## config.mk

```make
export PLATFORM = sky130hd
export DESIGN_NAME = opcode_field_decoder
export DESIGN_NICKNAME = d
export VERILOG_FILES = /design/src/common/opcode_field_pkg.sv /design/src/rtl/opcode_field_decoder.sv /design/src/rtl/table_pointer_step.sv
export SDC_FILE = /design/constraint.sdc
export NUM_CORES = 1
export LEC_CHECK = 0
export BUFFER_PORTS_ARGS = -buffer_cell sky130_fd_sc_hd__buf_2
export CAP_MARGIN = 10
export CORE_MARGIN = 5
export CORE_UTILIZATION = 35
export CTS_CLUSTER_SIZE = 24
export DETAILED_ROUTE_END_ITERATION = 6
export GPL_TIMING_DRIVEN = 0
export PLACE_DENSITY = 0.65
export SKIP_CTS_REPAIR_TIMING = 1
export SLEW_MARGIN = 15
export SYNTH_ARGS = -nofsm -noshare
export SYNTH_HDL_FRONTEND = slang
export SYNTH_SLANG_ARGS = --single-unit
```

## constraint.sdc

```tcl
create_clock -name clk -period 8.69 [get_ports clk]
set_input_delay 0.4345 -clock clk [delete_from_list [all_inputs] [get_ports clk]]
set_output_delay 0.4345 -clock clk [all_outputs]
set_load 0.05 [all_outputs]
```

## src/common/opcode_field_pkg.sv

```systemverilog
// Shared constants, field positions, register map and carrier types for the field decoder
package opcode_field_pkg;

  // Instruction word layout
  localparam int unsigned WORD_W          = 16;
  localparam int unsigned FILE_ADDR_W     = 12;
  localparam int unsigned PTR_W           = 21;
  localparam int unsigned ACCESS_BIT      = 8;
  localparam int unsigned DEST_BIT        = 9;
  localparam int unsigned BIT_POS_LSB     = 9;
  localparam int unsigned CALL_FAST_BIT   = 8;
  localparam int unsigned RET_FAST_BIT    = 0;
  localparam int unsigned TBL_WRITE_BIT   = 2;
  localparam logic [3:0]  SECOND_WORD_TAG = 4'hf;
  localparam logic [3:0]  ACCESS_BANK     = 4'h0;

  // Register byte offsets on the bus
  localparam logic [4:0] REG_ACCUM   = 5'h00;
  localparam logic [4:0] REG_BANK    = 5'h04;
  localparam logic [4:0] REG_FLAGS   = 5'h08;
  localparam logic [4:0] REG_TPTR    = 5'h0c;
  localparam logic [4:0] REG_TBLLAT  = 5'h10;
  localparam logic [4:0] REG_PRODUCT = 5'h14;
  localparam logic [4:0] REG_STATE   = 5'h18;

  // Values after reset
  localparam logic [7:0]       ACCUM_RST  = 8'h00;
  localparam logic [3:0]       BANK_RST   = 4'h0;
  localparam logic [4:0]       FLAGS_RST  = 5'h00;
  localparam logic [PTR_W-1:0] TPTR_RST   = 21'h000000;
  localparam logic [7:0]       TBLLAT_RST = 8'h00;
  localparam logic [7:0]       PROD_RST   = 8'h00;

  // Operand layout class, given by the opcode decoder upstream
  typedef enum logic [3:0] {
    fmt_none, fmt_byte, fmt_bit, fmt_lit8, fmt_move, fmt_ptr_load, fmt_call, fmt_goto,
    fmt_bra_rel11, fmt_br_rel8, fmt_table, fmt_return, fmt_mult, fmt_indexed
  } fmt_t;

  // Table pointer update modes
  typedef enum logic [1:0] {tbl_none, tbl_post_inc, tbl_post_dec, tbl_pre_inc} tbl_mode_t;

  // Second-word expectation
  typedef enum logic [2:0] {pend_none, pend_move, pend_goto, pend_call, pend_ptr, pend_index}
    pend_t;

  typedef struct packed {
    logic negative;
    logic signed_wrap_flag;
    logic zero;
    logic digit_carry_flag;
    logic carry;
  } flags_t;

  typedef struct packed {
    logic [7:0]       file_addr;
    logic             access_sel;
    logic             dest_file;
    logic [2:0]       bit_pos;
    logic [7:0]       bit_mask;
    logic [7:0]       literal8;
    logic [PTR_W-1:0] rel_offset;
    logic             fast_sel;
    tbl_mode_t        tbl_mode;
    logic             tbl_write;
    logic             nop;
  } fields_t;

endpackage

```

## src/rtl/opcode_field_decoder.sv

```systemverilog
// Operand field decoder with accumulator, bank, flag, product and table state
// Operation
// RULE_01: Access bit 0 selects the fixed access region; bank selector ignored.
// RULE_02: Access bit 1 takes the RAM bank from the bank selector register.
// RULE_03: Destination bit 0 writes the result to the accumulator only.
// RULE_04: Destination bit 1 writes the result back to the addressed file register.
// RULE_05: Bit operations use a three-bit position within an 8-bit register.
// RULE_06: File field is an 8-bit address or a 2-bit pointer designator.
// RULE_07: Register moves carry 12-bit source and 12-bit destination addresses.
// RULE_08: Fast bit 1 saves or restores shadows; 0 leaves shadows untouched.
// RULE_09: Table transfers apply none, post-increment, post-decrement or pre-increment.
// RULE_10: Table pointer is 21 bits; transfers go through an 8-bit latch.
// RULE_11: Relative branches use two's complement offsets; calls and jumps absolute addresses.
// RULE_12: Literals are 8, 12 or 20 bits depending on the instruction.
// RULE_13: Indexed accesses use separate 7-bit source and destination offsets.
// RULE_14: Don't care bits never change execution.
// RULE_15: Five status flags kept: carry, digit carry, zero, overflow, negative.
// RULE_16: Multiply places its product in a high and low byte pair.
// RULE_17: A lone second word, top nibble all ones, executes as no-operation.
// RULE_18: Fields are extracted in the same cycle the word is presented.
`timescale 1ns/1ps
module opcode_field_decoder #(
  parameter int unsigned PTR_W = opcode_field_pkg::PTR_W
) (
  input  wire logic                 clk,
  input  wire logic                 resetn,
  input  wire logic [4:0]           avs_address,
  input  wire logic                 avs_read,
  input  wire logic                 avs_write,
  input  wire logic [31:0]          avs_writedata,
  input  wire logic [3:0]           avs_byteenable,
  output logic      [31:0]          avs_readdata,
  output logic                      avs_waitrequest,
  input  wire logic [15:0]          instr_word,
  input  wire logic                 instr_valid,
  input  opcode_field_pkg::fmt_t    instr_fmt,
  input  wire logic [7:0]           alu_result,
  input  wire logic                 result_valid,
  input  opcode_field_pkg::flags_t  alu_flags,
  input  wire logic [4:0]           alu_flag_mask,
  input  wire logic [7:0]           file_rd_data,
  input  wire logic [7:0]           tbl_rd_data,
  output opcode_field_pkg::fields_t fields,
  output logic      [11:0]          data_addr,
  output logic                      second_word,
  output logic                      file_wr_en,
  output logic      [11:0]          file_wr_addr,
  output logic      [7:0]           file_wr_data,
  output logic                      move_valid,
  output logic      [11:0]          move_src_addr,
  output logic      [11:0]          move_dst_addr,
  output logic                      jump_valid,
  output logic                      jump_is_call,
  output logic      [19:0]          jump_target,
  output logic                      ptr_load_valid,
  output logic      [1:0]           ptr_sel,
  output logic      [11:0]          ptr_literal,
  output logic                      index_valid,
  output logic      [6:0]           index_src_off,
  output logic      [6:0]           index_dst_off,
  output logic      [PTR_W-1:0]     tbl_addr,
  output logic                      tbl_wr_en,
  output logic      [7:0]           tbl_wr_data,
  output logic      [7:0]           working_accumulator,
  output logic      [3:0]           bank_selector_register,
  output opcode_field_pkg::flags_t  status_flags,
  output logic      [7:0]           product_high_byte,
  output logic      [7:0]           product_low_byte,
  output logic      [PTR_W-1:0]     table_pointer,
  output logic      [7:0]           table_latch
);

  // Sign extension of a relative branch offset, used for both branch widths
  function automatic logic [PTR_W-1:0] sext_offset(input logic [10:0] raw, input logic wide);
    logic [PTR_W-1:0] res;
    res = '0;
    if (wide) begin
      res = {{(PTR_W-11){raw[10]}}, raw};
    end else begin
      res = {{(PTR_W-8){raw[7]}}, raw[7:0]};
    end
    return res;
  endfunction

  opcode_field_pkg::pend_t  pend_q,  pend_d;
  opcode_field_pkg::flags_t flags_q, flags_d, sh_flags_q, sh_flags_d;
  logic [7:0]       accum_q, accum_d, sh_accum_q, sh_accum_d;
  logic [3:0]       bank_q, bank_d, sh_bank_q, sh_bank_d;
  logic [7:0]       prod_hi_q, prod_hi_d, prod_lo_q, prod_lo_d;
  logic [PTR_W-1:0] tptr_q, tptr_d, tstep_addr, tstep_next;
  logic [7:0]       tlat_q, tlat_d;
  logic [11:0]      hold_q, hold_d;
  logic             fwr_q, fwr_d, mv_q, mv_d, jmp_q, jmp_d, call_q, call_d;
  logic             pl_q, pl_d, ix_q, ix_d, twr_q, twr_d, ack_q, ack_d;
  logic [11:0]      fwa_q, fwa_d, msrc_q, msrc_d, mdst_q, mdst_d, plit_q, plit_d;
  logic [7:0]       fwd_q, fwd_d;
  logic [19:0]      jt_q, jt_d;
  logic [1:0]       psel_q, psel_d;
  logic [6:0]       zs_q, zs_d, zd_q, zd_d;
  logic [PTR_W-1:0] taddr_q, taddr_d;
  logic [31:0]      rdata_q, rdata_d;
  logic             exec, bus_wr, bus_rd;

  // RULE_18 same-cycle field extraction
  always_comb begin
    fields            = '0;
    fields.file_addr  = instr_word[7:0];
    fields.access_sel = instr_word[opcode_field_pkg::ACCESS_BIT];
    // RULE_05 bit position and mask
    fields.bit_pos    = instr_word[opcode_field_pkg::BIT_POS_LSB +: 3];
    fields.bit_mask   = 8'h01 << fields.bit_pos;
    fields.literal8   = instr_word[7:0];
    // RULE_11 relative offset
    fields.rel_offset = sext_offset(instr_word[10:0],
                                    instr_fmt == opcode_field_pkg::fmt_bra_rel11);
    fields.tbl_mode   = opcode_field_pkg::tbl_mode_t'(instr_word[1:0]);
    fields.tbl_write  = instr_word[opcode_field_pkg::TBL_WRITE_BIT];
    // RULE_14 fields outside the format are never looked at
    fields.dest_file  = (instr_fmt == opcode_field_pkg::fmt_byte) &
                        instr_word[opcode_field_pkg::DEST_BIT];
    fields.fast_sel   = (instr_fmt == opcode_field_pkg::fmt_return) ?
                        instr_word[opcode_field_pkg::RET_FAST_BIT] :
                        instr_word[opcode_field_pkg::CALL_FAST_BIT];
    // RULE_17 lone second word
    fields.nop        = (pend_q == opcode_field_pkg::pend_none) &
                        (instr_word[15:12] == opcode_field_pkg::SECOND_WORD_TAG);
  end

  // RULE_01 access region
  // RULE_02 banked address
  assign data_addr   = fields.access_sel ? {bank_q, fields.file_addr} :
                       {opcode_field_pkg::ACCESS_BANK, fields.file_addr};
  assign second_word = (pend_q != opcode_field_pkg::pend_none);
  assign exec        = instr_valid & ~fields.nop & ~second_word;

  table_pointer_step #(
    .PTR_W (PTR_W)
  ) u_tstep (
    .ptr         (tptr_q),
    .mode        (fields.tbl_mode),
    .access_addr (tstep_addr),
    .next_ptr    (tstep_next)
  );

  // Bus handshake: one wait cycle per access, then the answer
  assign ack_d           = (avs_read | avs_write) & ~ack_q;
  assign avs_waitrequest = (avs_read | avs_write) & ~ack_q;
  assign bus_wr          = avs_write & ack_q;
  assign bus_rd          = avs_read & ~ack_q;

  // Read data is captured in the wait cycle so it stands when waitrequest drops
  always_comb begin
    rdata_d = rdata_q;
    if (bus_rd) begin
      if (avs_address == opcode_field_pkg::REG_ACCUM) begin
        rdata_d = {24'h000000, accum_q};
      end else if (avs_address == opcode_field_pkg::REG_BANK) begin
        rdata_d = {28'h0000000, bank_q};
      end else if (avs_address == opcode_field_pkg::REG_FLAGS) begin
        rdata_d = {27'h0000000, flags_q};
      end else if (avs_address == opcode_field_pkg::REG_TPTR) begin
        rdata_d = {{(32-PTR_W){1'b0}}, tptr_q};
      end else if (avs_address == opcode_field_pkg::REG_TBLLAT) begin
        rdata_d = {24'h000000, tlat_q};
      end else if (avs_address == opcode_field_pkg::REG_PRODUCT) begin
        rdata_d = {16'h0000, prod_hi_q, prod_lo_q};
      end else if (avs_address == opcode_field_pkg::REG_STATE) begin
        rdata_d = {29'h00000000, pend_q};
      end else begin
        rdata_d = 32'h00000000;
      end
    end
  end

  // Architectural state; core updates win over a bus write in the same cycle
  always_comb begin
    accum_d    = accum_q;
    bank_d     = bank_q;
    flags_d    = flags_q;
    tptr_d     = tptr_q;
    tlat_d     = tlat_q;
    prod_hi_d  = prod_hi_q;
    prod_lo_d  = prod_lo_q;
    sh_accum_d = sh_accum_q;
    sh_flags_d = sh_flags_q;
    sh_bank_d  = sh_bank_q;
    if (bus_wr & avs_byteenable[0]) begin
      if (avs_address == opcode_field_pkg::REG_ACCUM) begin
        accum_d = avs_writedata[7:0];
      end else if (avs_address == opcode_field_pkg::REG_BANK) begin
        bank_d = avs_writedata[3:0];
      end else if (avs_address == opcode_field_pkg::REG_FLAGS) begin
        flags_d = avs_writedata[4:0];
      end else if (avs_address == opcode_field_pkg::REG_TBLLAT) begin
        tlat_d = avs_writedata[7:0];
      end
    end
    if (bus_wr & (avs_address == opcode_field_pkg::REG_TPTR)) begin
      tptr_d[7:0]        = avs_byteenable[0] ? avs_writedata[7:0] : tptr_q[7:0];
      tptr_d[15:8]       = avs_byteenable[1] ? avs_writedata[15:8] : tptr_q[15:8];
      tptr_d[PTR_W-1:16] = avs_byteenable[2] ? avs_writedata[PTR_W-1:16] : tptr_q[PTR_W-1:16];
    end
    // RULE_03 result into accumulator
    if (exec & result_valid & ((instr_fmt == opcode_field_pkg::fmt_lit8) |
        ((instr_fmt == opcode_field_pkg::fmt_byte) & ~fields.dest_file))) begin
      accum_d = alu_result;
    end
    // RULE_15 flag update under mask
    if (exec & result_valid) begin
      flags_d = (flags_d & ~alu_flag_mask) | (alu_flags & alu_flag_mask);
    end
    // RULE_16 product pair
    if (exec & (instr_fmt == opcode_field_pkg::fmt_mult)) begin
      {prod_hi_d, prod_lo_d} = accum_q * file_rd_data;
    end
    // RULE_09 pointer update
    // RULE_10 latch transfer
    if (exec & (instr_fmt == opcode_field_pkg::fmt_table)) begin
      tptr_d = tstep_next;
      if (~fields.tbl_write) begin
        tlat_d = tbl_rd_data;
      end
    end
    // RULE_08 shadow save and restore
    if (exec & fields.fast_sel & (instr_fmt == opcode_field_pkg::fmt_call)) begin
      sh_accum_d = accum_q;
      sh_flags_d = flags_q;
      sh_bank_d  = bank_q;
    end
    if (exec & fields.fast_sel & (instr_fmt == opcode_field_pkg::fmt_return)) begin
      accum_d = sh_accum_q;
      flags_d = sh_flags_q;
      bank_d  = sh_bank_q;
    end
  end

  // Two-word sequencing and registered datapath controls
  always_comb begin
    pend_d  = pend_q;
    hold_d  = hold_q;
    fwr_d   = 1'b0;
    fwa_d   = fwa_q;
    fwd_d   = fwd_q;
    mv_d    = 1'b0;
    msrc_d  = msrc_q;
    mdst_d  = mdst_q;
    jmp_d   = 1'b0;
    call_d  = call_q;
    jt_d    = jt_q;
    pl_d    = 1'b0;
    psel_d  = psel_q;
    plit_d  = plit_q;
    ix_d    = 1'b0;
    zs_d    = zs_q;
    zd_d    = zd_q;
    twr_d   = 1'b0;
    taddr_d = taddr_q;
    // RULE_04 result back to file register
    if (exec & result_valid & ((instr_fmt == opcode_field_pkg::fmt_bit) |
        ((instr_fmt == opcode_field_pkg::fmt_byte) & fields.dest_file))) begin
      fwr_d = 1'b1;
      fwa_d = data_addr;
      fwd_d = alu_result;
    end
    if (exec & (instr_fmt == opcode_field_pkg::fmt_table)) begin
      taddr_d = tstep_addr;
      twr_d   = fields.tbl_write;
    end
    if (instr_valid) begin
      case (pend_q)
        opcode_field_pkg::pend_none: begin
          hold_d = instr_word[11:0];
          if (exec) begin
            case (instr_fmt)
              opcode_field_pkg::fmt_move:     pend_d = opcode_field_pkg::pend_move;
              opcode_field_pkg::fmt_goto:     pend_d = opcode_field_pkg::pend_goto;
              opcode_field_pkg::fmt_call:     pend_d = opcode_field_pkg::pend_call;
              opcode_field_pkg::fmt_ptr_load: pend_d = opcode_field_pkg::pend_ptr;
              opcode_field_pkg::fmt_indexed:  pend_d = opcode_field_pkg::pend_index;
              default:                        pend_d = opcode_field_pkg::pend_none;
            endcase
          end
        end
        // RULE_07 12-bit move addresses
        opcode_field_pkg::pend_move: begin
          mv_d   = 1'b1;
          msrc_d = hold_q;
          mdst_d = instr_word[11:0];
          pend_d = opcode_field_pkg::pend_none;
        end
        // RULE_12 20-bit literal
        opcode_field_pkg::pend_goto, opcode_field_pkg::pend_call: begin
          jmp_d  = 1'b1;
          call_d = (pend_q == opcode_field_pkg::pend_call);
          jt_d   = {instr_word[11:0], hold_q[7:0]};
          pend_d = opcode_field_pkg::pend_none;
        end
        // RULE_06 pointer designator
        opcode_field_pkg::pend_ptr: begin
          pl_d   = 1'b1;
          psel_d = hold_q[5:4];
          plit_d = {hold_q[3:0], instr_word[7:0]};
          pend_d = opcode_field_pkg::pend_none;
        end
        // RULE_13 source and destination offsets
        opcode_field_pkg::pend_index: begin
          ix_d   = 1'b1;
          zs_d   = hold_q[6:0];
          zd_d   = instr_word[6:0];
          pend_d = opcode_field_pkg::pend_none;
        end
        default: pend_d = opcode_field_pkg::pend_none;
      endcase
    end
  end

  // Register stage for all state groups
  always_ff @(posedge clk) begin
    if (!resetn) begin
      accum_q <= opcode_field_pkg::ACCUM_RST;
      bank_q <= opcode_field_pkg::BANK_RST;
      flags_q <= opcode_field_pkg::FLAGS_RST;
      tptr_q <= opcode_field_pkg::TPTR_RST;
      tlat_q <= opcode_field_pkg::TBLLAT_RST;
      prod_hi_q <= opcode_field_pkg::PROD_RST;
      prod_lo_q <= opcode_field_pkg::PROD_RST;
      sh_accum_q <= opcode_field_pkg::ACCUM_RST;
      sh_flags_q <= opcode_field_pkg::FLAGS_RST;
      sh_bank_q <= opcode_field_pkg::BANK_RST;
      pend_q <= opcode_field_pkg::pend_none;
      {hold_q, fwr_q, fwa_q, fwd_q, mv_q, msrc_q, mdst_q} <= '0;
      {jmp_q, call_q, jt_q, pl_q, psel_q, plit_q, ix_q, zs_q, zd_q} <= '0;
      {twr_q, taddr_q, ack_q, rdata_q} <= '0;
    end else begin
      accum_q <= accum_d;
      bank_q <= bank_d;
      flags_q <= flags_d;
      tptr_q <= tptr_d;
      tlat_q <= tlat_d;
      prod_hi_q <= prod_hi_d;
      prod_lo_q <= prod_lo_d;
      sh_accum_q <= sh_accum_d;
      sh_flags_q <= sh_flags_d;
      sh_bank_q <= sh_bank_d;
      pend_q <= pend_d;
      {hold_q, fwr_q, fwa_q, fwd_q, mv_q, msrc_q, mdst_q} <=
        {hold_d, fwr_d, fwa_d, fwd_d, mv_d, msrc_d, mdst_d};
      {jmp_q, call_q, jt_q, pl_q, psel_q, plit_q, ix_q, zs_q, zd_q} <=
        {jmp_d, call_d, jt_d, pl_d, psel_d, plit_d, ix_d, zs_d, zd_d};
      {twr_q, taddr_q, ack_q, rdata_q} <= {twr_d, taddr_d, ack_d, rdata_d};
    end
  end

  // Outputs straight from flip-flops
  assign avs_readdata           = rdata_q;
  assign file_wr_en             = fwr_q;
  assign file_wr_addr           = fwa_q;
  assign file_wr_data           = fwd_q;
  assign move_valid             = mv_q;
  assign move_src_addr          = msrc_q;
  assign move_dst_addr          = mdst_q;
  assign jump_valid             = jmp_q;
  assign jump_is_call           = call_q;
  assign jump_target            = jt_q;
  assign ptr_load_valid         = pl_q;
  assign ptr_sel                = psel_q;
  assign ptr_literal            = plit_q;
  assign index_valid            = ix_q;
  assign index_src_off          = zs_q;
  assign index_dst_off          = zd_q;
  assign tbl_addr               = taddr_q;
  assign tbl_wr_en              = twr_q;
  assign tbl_wr_data            = tlat_q;
  assign working_accumulator    = accum_q;
  assign bank_selector_register = bank_q;
  assign status_flags           = flags_q;
  assign product_high_byte      = prod_hi_q;
  assign product_low_byte       = prod_lo_q;
  assign table_pointer          = tptr_q;
  assign table_latch            = tlat_q;
endmodule // opcode_field_decoder

```

## src/rtl/table_pointer_step.sv

```systemverilog
// Table pointer access address and update for the four update modes
`timescale 1ns/1ps
module table_pointer_step #(
  parameter int unsigned PTR_W = 21
) (
  input  wire logic [PTR_W-1:0]             ptr,
  input  opcode_field_pkg::tbl_mode_t       mode,
  output logic      [PTR_W-1:0]             access_addr,
  output logic      [PTR_W-1:0]             next_ptr
);

  logic [PTR_W-1:0] ptr_inc;
  logic [PTR_W-1:0] ptr_dec;

  // Wraps at the top of program memory, as a plain counter does
  assign ptr_inc = ptr + 1'b1;
  assign ptr_dec = ptr - 1'b1;

  // RULE_09 mode select
  always_comb begin
    access_addr = ptr;
    next_ptr    = ptr;
    case (mode)
      opcode_field_pkg::tbl_post_inc: next_ptr = ptr_inc;
      opcode_field_pkg::tbl_post_dec: next_ptr = ptr_dec;
      opcode_field_pkg::tbl_pre_inc: begin
        access_addr = ptr_inc;
        next_ptr    = ptr_inc;
      end
      default: next_ptr = ptr;
    endcase
  end

endmodule // table_pointer_step

```

==> results of run 1 <==
-- placed cells by master (no fill, tap or decap), types with 6 or more instances in the layout --
master and instances:
buf_2 388, dfxtp_1 236, and2_1 63, clkbuf_1 87
mux2i_1 62, ha_1 38, inv_1 64, nor2_1 157
fa_1 36, nor2b_1 8, nor4_1 7, o22ai_1 12
buf_1 7, a21oi_1 147, a211oi_1 37, mux2_2 7
nor3_1 15, xor2_1 20, nand2_1 266, xnor2_1 12
a22oi_1 23, conb_1 11, o21ai_1 10, a31o_2 6
o21ai_0 17, a21o_1 12, nand2b_1 11, nor3_2 6
nand3_1 45, buf_4 69, a311oi_1 11, clkbuf_16 29
and3_1 20, o31ai_1 7
-- synthesized netlist by cell type, drive strengths merged (21+ instances only) --
cell	count	area, um^2
nand2	266	998
dfxtp	236	4720
nor2	157	589
a21oi	148	744
buf	100	664
clkbuf	83	312
inv	65	244
and2	63	394
mux2i	62	621
nand3	45	225
ha	38	475
a211oi	37	278
fa	36	721
o21ai	27	135
a22oi	23	173
nor3	21	135
-- per-layer routing --
metal / share of wire [%] / vias to the layer above / wire length (um)
met3: 8.1 / 107 / 4180
met4: 4.1 / 0 / 2140
met1: 42 / 6360 / 21800
met5: 0 / - / 0
met2: 46 / 611 / 23600
li1: - / 6250 / -
-- final cells by class --
type | count | area, um^2 | area share, %
timing repair buffer | 364 | 1820 | 10.9
antenna | 4 | 10.0 | 0.0599
clock inverter | 13 | 189 | 1.13
sequential | 236 | 4720 | 28.3
buffer | 183 | 976 | 5.84
inverter | 65 | 244 | 1.46
multi-input combinational | 1148 | 7300 | 43.7
clock buffer | 38 | 810 | 4.84
tap | 511 | 639 | 3.83
-- per-stage QoR --
stage               std cells  util, %  instance area, um^2  worst slack (ns)  power [mW]
floorplan                1632        -                13200              3.96        1.38
global placement         2507     41.9                15700              3.50        1.51
detailed placement       2507     41.9                15700              3.39        1.51
CTS                      2558     44.6                16700              3.36        2.76
global route             2561     44.6                16700              3.15        2.83
finish                   2562     44.6                16700              3.35        2.75
-- worst paths after layout --
path / start / endpoint / slack, ns / cells after the start
min reg2reg: index_dst_off[6] / index_dst_off[6] / 0.45 / 2
max: working_accumulator[3] / product_high_byte[6] / 3.35 / 16
min: alu_result[4] / file_wr_data[4] / 0.16 / 3
max reg2reg: working_accumulator[3] / product_high_byte[6] / 3.35 / 16
-- state kept, by name, indices dropped and copies added (netlist names), 12 cells and up --
name,count
move_src_addr,12
jump_target,20
file_wr_addr,12
table_pointer,21
avs_readdata,21
tbl_addr,21
hold_q,12
move_dst_addr,12
ptr_literal,12
-- where the power goes --
part	internal, mW	leakage (nW)	switching, mW
registers	1.10	1.91	0.0171
logic	0.103	5.35	0.270
clock network	0.776	0.485	0.491
-- worst max-delay path: stages (launching register included) --
cell and delay, ns:
dfxtp_1 0.45, clkbuf_1 0.54, nand2_1 0.18, fa_1 0.50
fa_1 0.55, inv_1 0.05, fa_1 0.47, inv_1 0.05
fa_1 0.52, inv_1 0.04, ha_1 0.36, o211ai_1 0.12
o21ai_0 0.47, o2111ai_1 0.20, a311oi_1 0.30, nor4b_1 0.30
a311o_1 0.17
-- logic make-up after synthesis --
logic type	after synthesis
compound gates	324
mux	71
simple gates	636
xor+xnor	32
other cells	1
flops	236
buf+inv	248
fa+ha+maj	74
==> impl_results.md, run 1 <==
- Largest family of logic cells by synthesized area: simple AND/OR/NAND/NOR gates
- Overall Global Routing Usage: 23.3%
- Met2 Resource Use GR: 37.1%
- Pre-Repair DR Iteration Count: 7
- Largest net degree at the start of global routing: 15
- Worst hold path class: input pin to register
- Max Clk Rate: 0.187 GHz
- Layout Area Growth over Synthesis: 26.6%
- Pwr dens: 165 nW/um^2
- Initial antenna violation count: 3
- Number of buffers created by CTS: 29
- Root Buffer: clkbuf_16
- Die Footprint: 41700 um^2
- Post-route ant nets: 0
- Final setup violation count: 0
- I/O pin cnt: 392
- # fillers: 3817
- Maximum buffer depth of the clock tree: 3
- Clock-pin slew on the worst setup and hold paths: 0.06 ns
- Detail Placement HPWL: 40700 um
- Failing checks: design-rule violations
- WHS: 0.156 ns
- H-tree Lvls: 1
- CTS tree: built
- Final Hold Viols: 0
- Critical Path AT: 5.82 ns
- Synth Area in Adders: 9.06%
- Clock skew: 0.0116 ns
- Post-synthesis sequential area ratio: 35.8%
- Detailed Route Iter0 Violations: 943
- Die height: 204 um
- Simple-Gate Fraction of Synth Area: 22.5%
- Initial core utilization: 35.2%
- Multiplexer area fraction after synthesis: 5.64%
- Global route overflow: 0
- Peak VDD IR: 144 uV
- Synth Flop Type: dfxtp_1
- WL final: 51700 um
- Unique cell type count in the Yosys netlist: 76
- Syn_area_per_cell: 8.14 um^2
- Die width: 204 um
- DR WL/cell: 20.2 um
- Synth Area in Compound Gates: 15.6%
- Final worst path period need: 5.34 ns
- First-pass GRT wire length: 76200 um
- Num Clock Sinks: 236
- Number of global-route vias before repair: 12804
- Top Usage Layer GRT: met2
- Rows: 71
- Kind of critical path: register to register
- Vias: 13328
- Status: finished, violations left
- CP Launch Type: register
- GPL Wtd Cong: 0.933
- Relative slew slack: 25.3%
- GRT met3 Usage: 4.30%
- Number of synthesized flops with an enable pin: 0
- Xor/xnor share of the synthesized area: 2.12%
- Synthesized area: 13200 um^2
- Routing usage on met1: 31.4%
- Clk_lat worst skew: 0.55 ns
- RSZ-0062 raised after global routing: no
- Worst Path Required: 9.17 ns
- FFs w/ async S/R, synth: 0%
- Yosys warns: 0
- Crit path max fanout: 10
- Drt via density: 5.20
- Setup TNS: 0 ns
- Core Box Area: 37500 um^2
- Crit. End Element: register
- Worst-Margin Slew: 1.12 ns
- Max Slew Vio Count: 0
- Synthesis-stage register bit count: 236
- I/O Buffers: 364
- DRC Markers: 1
- Leak pwr: 7.75 nW
- MaxCap Viol Count: 0
- Mapped Cells: 1622
- Final nets: 2202
- Final period util: 61.4%
- Fraction of layout cells with a size suffix above 1: 26.4%
Power figures use the tool's default switching activity.
==> run 2, diff against run 1 <==
--- a/config.mk
+++ b/config.mk
@@ -12,7 +12,7 @@
 export CTS_CLUSTER_SIZE = 24
 export DETAILED_ROUTE_END_ITERATION = 6
 export GPL_TIMING_DRIVEN = 0
-export PLACE_DENSITY = 0.65
+export PLACE_DENSITY = 0.67
 export SKIP_CTS_REPAIR_TIMING = 1
 export SLEW_MARGIN = 15
 export SYNTH_ARGS = -nofsm -noshare
==> constraint.sdc (replaced) <==
create_clock -name clk -period 4.9 [get_ports clk]
set_input_delay 0.245 -clock clk [delete_from_list [all_inputs] [get_ports clk]]
set_output_delay 0.245 -clock clk [all_outputs]
set_load 0.05 [all_outputs]
==> run 2 against run 1 <==
The run now ends clean; clock skew down 0.0036 ns; via count is 0.50% higher; die area is the same; largest power group unchanged; highest routed layer is now met5.
==> impl_results.md, run 2 (synthesized netlist as in run 1, its figures left out) <==
- Final nets: 2206
- Global route overflow: 0
- Reg2reg start: working_accumulator[1]
- GPL Wtd Cong: 0.918
- Max Slew Vio Count: 0
- Vias: 13395
- Slowest stage delay, CP: 0.55 ns
- Peak VDD IR: 239 uV
- Most frequent cells in the layout: 388 x buf_2, 266 x nand2_1, 233 x dfxtp_1
- Maximum buffer depth of the clock tree: 3
- Critical path depth in cells: 15
- Largest delay contributor family on the critical path: adder cells
- RR Endpoint: product_high_byte[7]
- Max Used Layer: met5
- Placed Instance Area: 15700 um^2
- Rows: 71
- Pre-Repair DR Iteration Count: 5
- Kind of critical path: register to register
- Detail Placement HPWL: 40600 um
- MaxCap Viol Count: 0
- Fin area: 16800 um^2
- Die Footprint: 41700 um^2
- DR WL/cell: 20.2 um
- Reg2Reg Setup Slack: 0.23 ns
- Final setup violation count: 0
- Hold Path Origin: alu_result[1]
- Crit path launch: working_accumulator[1]
- Largest net degree at the start of global routing: 14
- Crit. End Element: register
- RSZ-0062 raised after global routing: no
- Critical Path AT: 5.05 ns
- Sum of routed wire segments on met1: 22100 um
- CP max stage cell: fa_1
- Number of global-route vias before repair: 12863
- Num Clock Sinks: 236
- Worst R2R Path Depth: 15
- Leak pwr: 7.79 nW
- CTS tree: built
- Layout Area Growth over Synthesis: 27.2%
- Worst-Margin Slew: 1.08 ns
- Commonest non-fill, non-tap cell in the layout: buf_2
- Final worst path period need: 4.67 ns
- First-pass GRT wire length: 76400 um
- Initial core utilization: 35.2%
- Crit-path cells: clkbuf_4 > and2_1 > fa_1 > fa_1 > inv_1 > fa_1 > fa_1 > inv_1 > ha_1 > o211ai_1 > a21oi_2 > o2111ai_1 > a311oi_2 > xnor2_1 > a211oi_2
- Worst hold path class: input pin to register
- Met3 wire len: 3850 um
- Post-route ant nets: 0
- Pwr dens: 288 nW/um^2
- Initial antenna violation count: 4
- Most common cell on crit path: fa_1
- DRC Markers: 0
- WHS: 0.00115 ns
- Hold path depth: 3
- Die height: 204 um
- Final period util: 95.3%
- Fin worst setup slack: 0.232 ns
- Clock-pin slew on the worst setup and hold paths: 0.06 ns
- Worst Path Required: 5.29 ns
- CP bufs+invs: 3
- Max Clk Rate: 0.214 GHz
- Die width: 204 um
- WL final: 51800 um
- Util after Layout: 44.8%
- Number of buffers created by CTS: 28
- Core Box Area: 37500 um^2
- Crit path max fanout: 10
- Relative slew slack: 27.7%
- CP Launch Type: register
- Pre-CTS setup slack: -0.392 ns
- Final Hold Viols: 0
- Status: complete, no violations
- Detailed Route Iter0 Violations: 971
- Clk_lat worst skew: 0.53 ns
- Clock skew: 0.00792 ns
- Fraction of layout cells with a size suffix above 1: 27.1%
- H-tree Lvls: 1
- I/O Buffers: 364
- Root Buffer: clkbuf_16
- Critical path destination: product_high_byte[7]
- I/O pin cnt: 392
- Overall Global Routing Usage: 23.4%
- Drt via density: 5.23
- Met2 WL: 23900 um
run 2: power breakdown:
part           total (mW)  internal [mW]  switching, mW
registers            1.98           1.95         0.0305
clock network        2.20           1.37          0.829
logic               0.668          0.187          0.481
run 2: worst reg2reg max path, delay by kind of cell, from the launching register on:
kind,cells,cell delay [ns]
XOR/XNOR,1,0.39
AO/OA/AOI/OAI,5,0.87
flip-flops,1,0.37
AND/OR/NAND/NOR,1,0.18
adder cells (fa/ha/maj),5,2.37
buffers and inverters,3,0.33
run 2: how the worst min path moves through the flow:
| stage | to | slack, ns |
|---|---|---|
| 6_report | file_wr_data[1] | 0.001 |
| 4_1_cts | file_wr_data[4] | -0.04 |
| 3_5_place_dp | move_dst_addr[8] | 0.44 |
| 3_3_place_gp | move_src_addr[11] | 0.44 |
| 5_1_grt | table_latch[6] | 0.02 |
| 2_1_floorplan | hold_q[7] | 0.38 |
run 2: final cells by class:
cell class              instances  area, um^2
clock inverters                 9         150
plain buffers                 183        1000
repair buffers                369        1870
multi-input cells            1148        7340
well taps                     511         639
fillers                      3826       20700
clock buffers                  39         823
flip-flops and latches        236        4730
inverters                      65         244
diodes                          3        7.51
run 2: routing by layer:
layer	vias up	track usage, %
li1	6257	-
met1	6413	32.0
met2	615	37.8
met3	108	3.70
met4	2	8.16
met5	-	0
run 2: per-stage QoR:
| stage | TNS [ns] | cells | power (mW) |
|---|---|---|---|
| after floorplan | 0 | 1632 | 2.45 |
| after global placement | -0.396 | 2507 | 2.67 |
| after detailed placement | -0.632 | 2507 | 2.67 |
| after CTS | -0.710 | 2555 | 4.85 |
| after global routing | 0 | 2563 | 4.99 |
| final | 0 | 2563 | 4.84 |
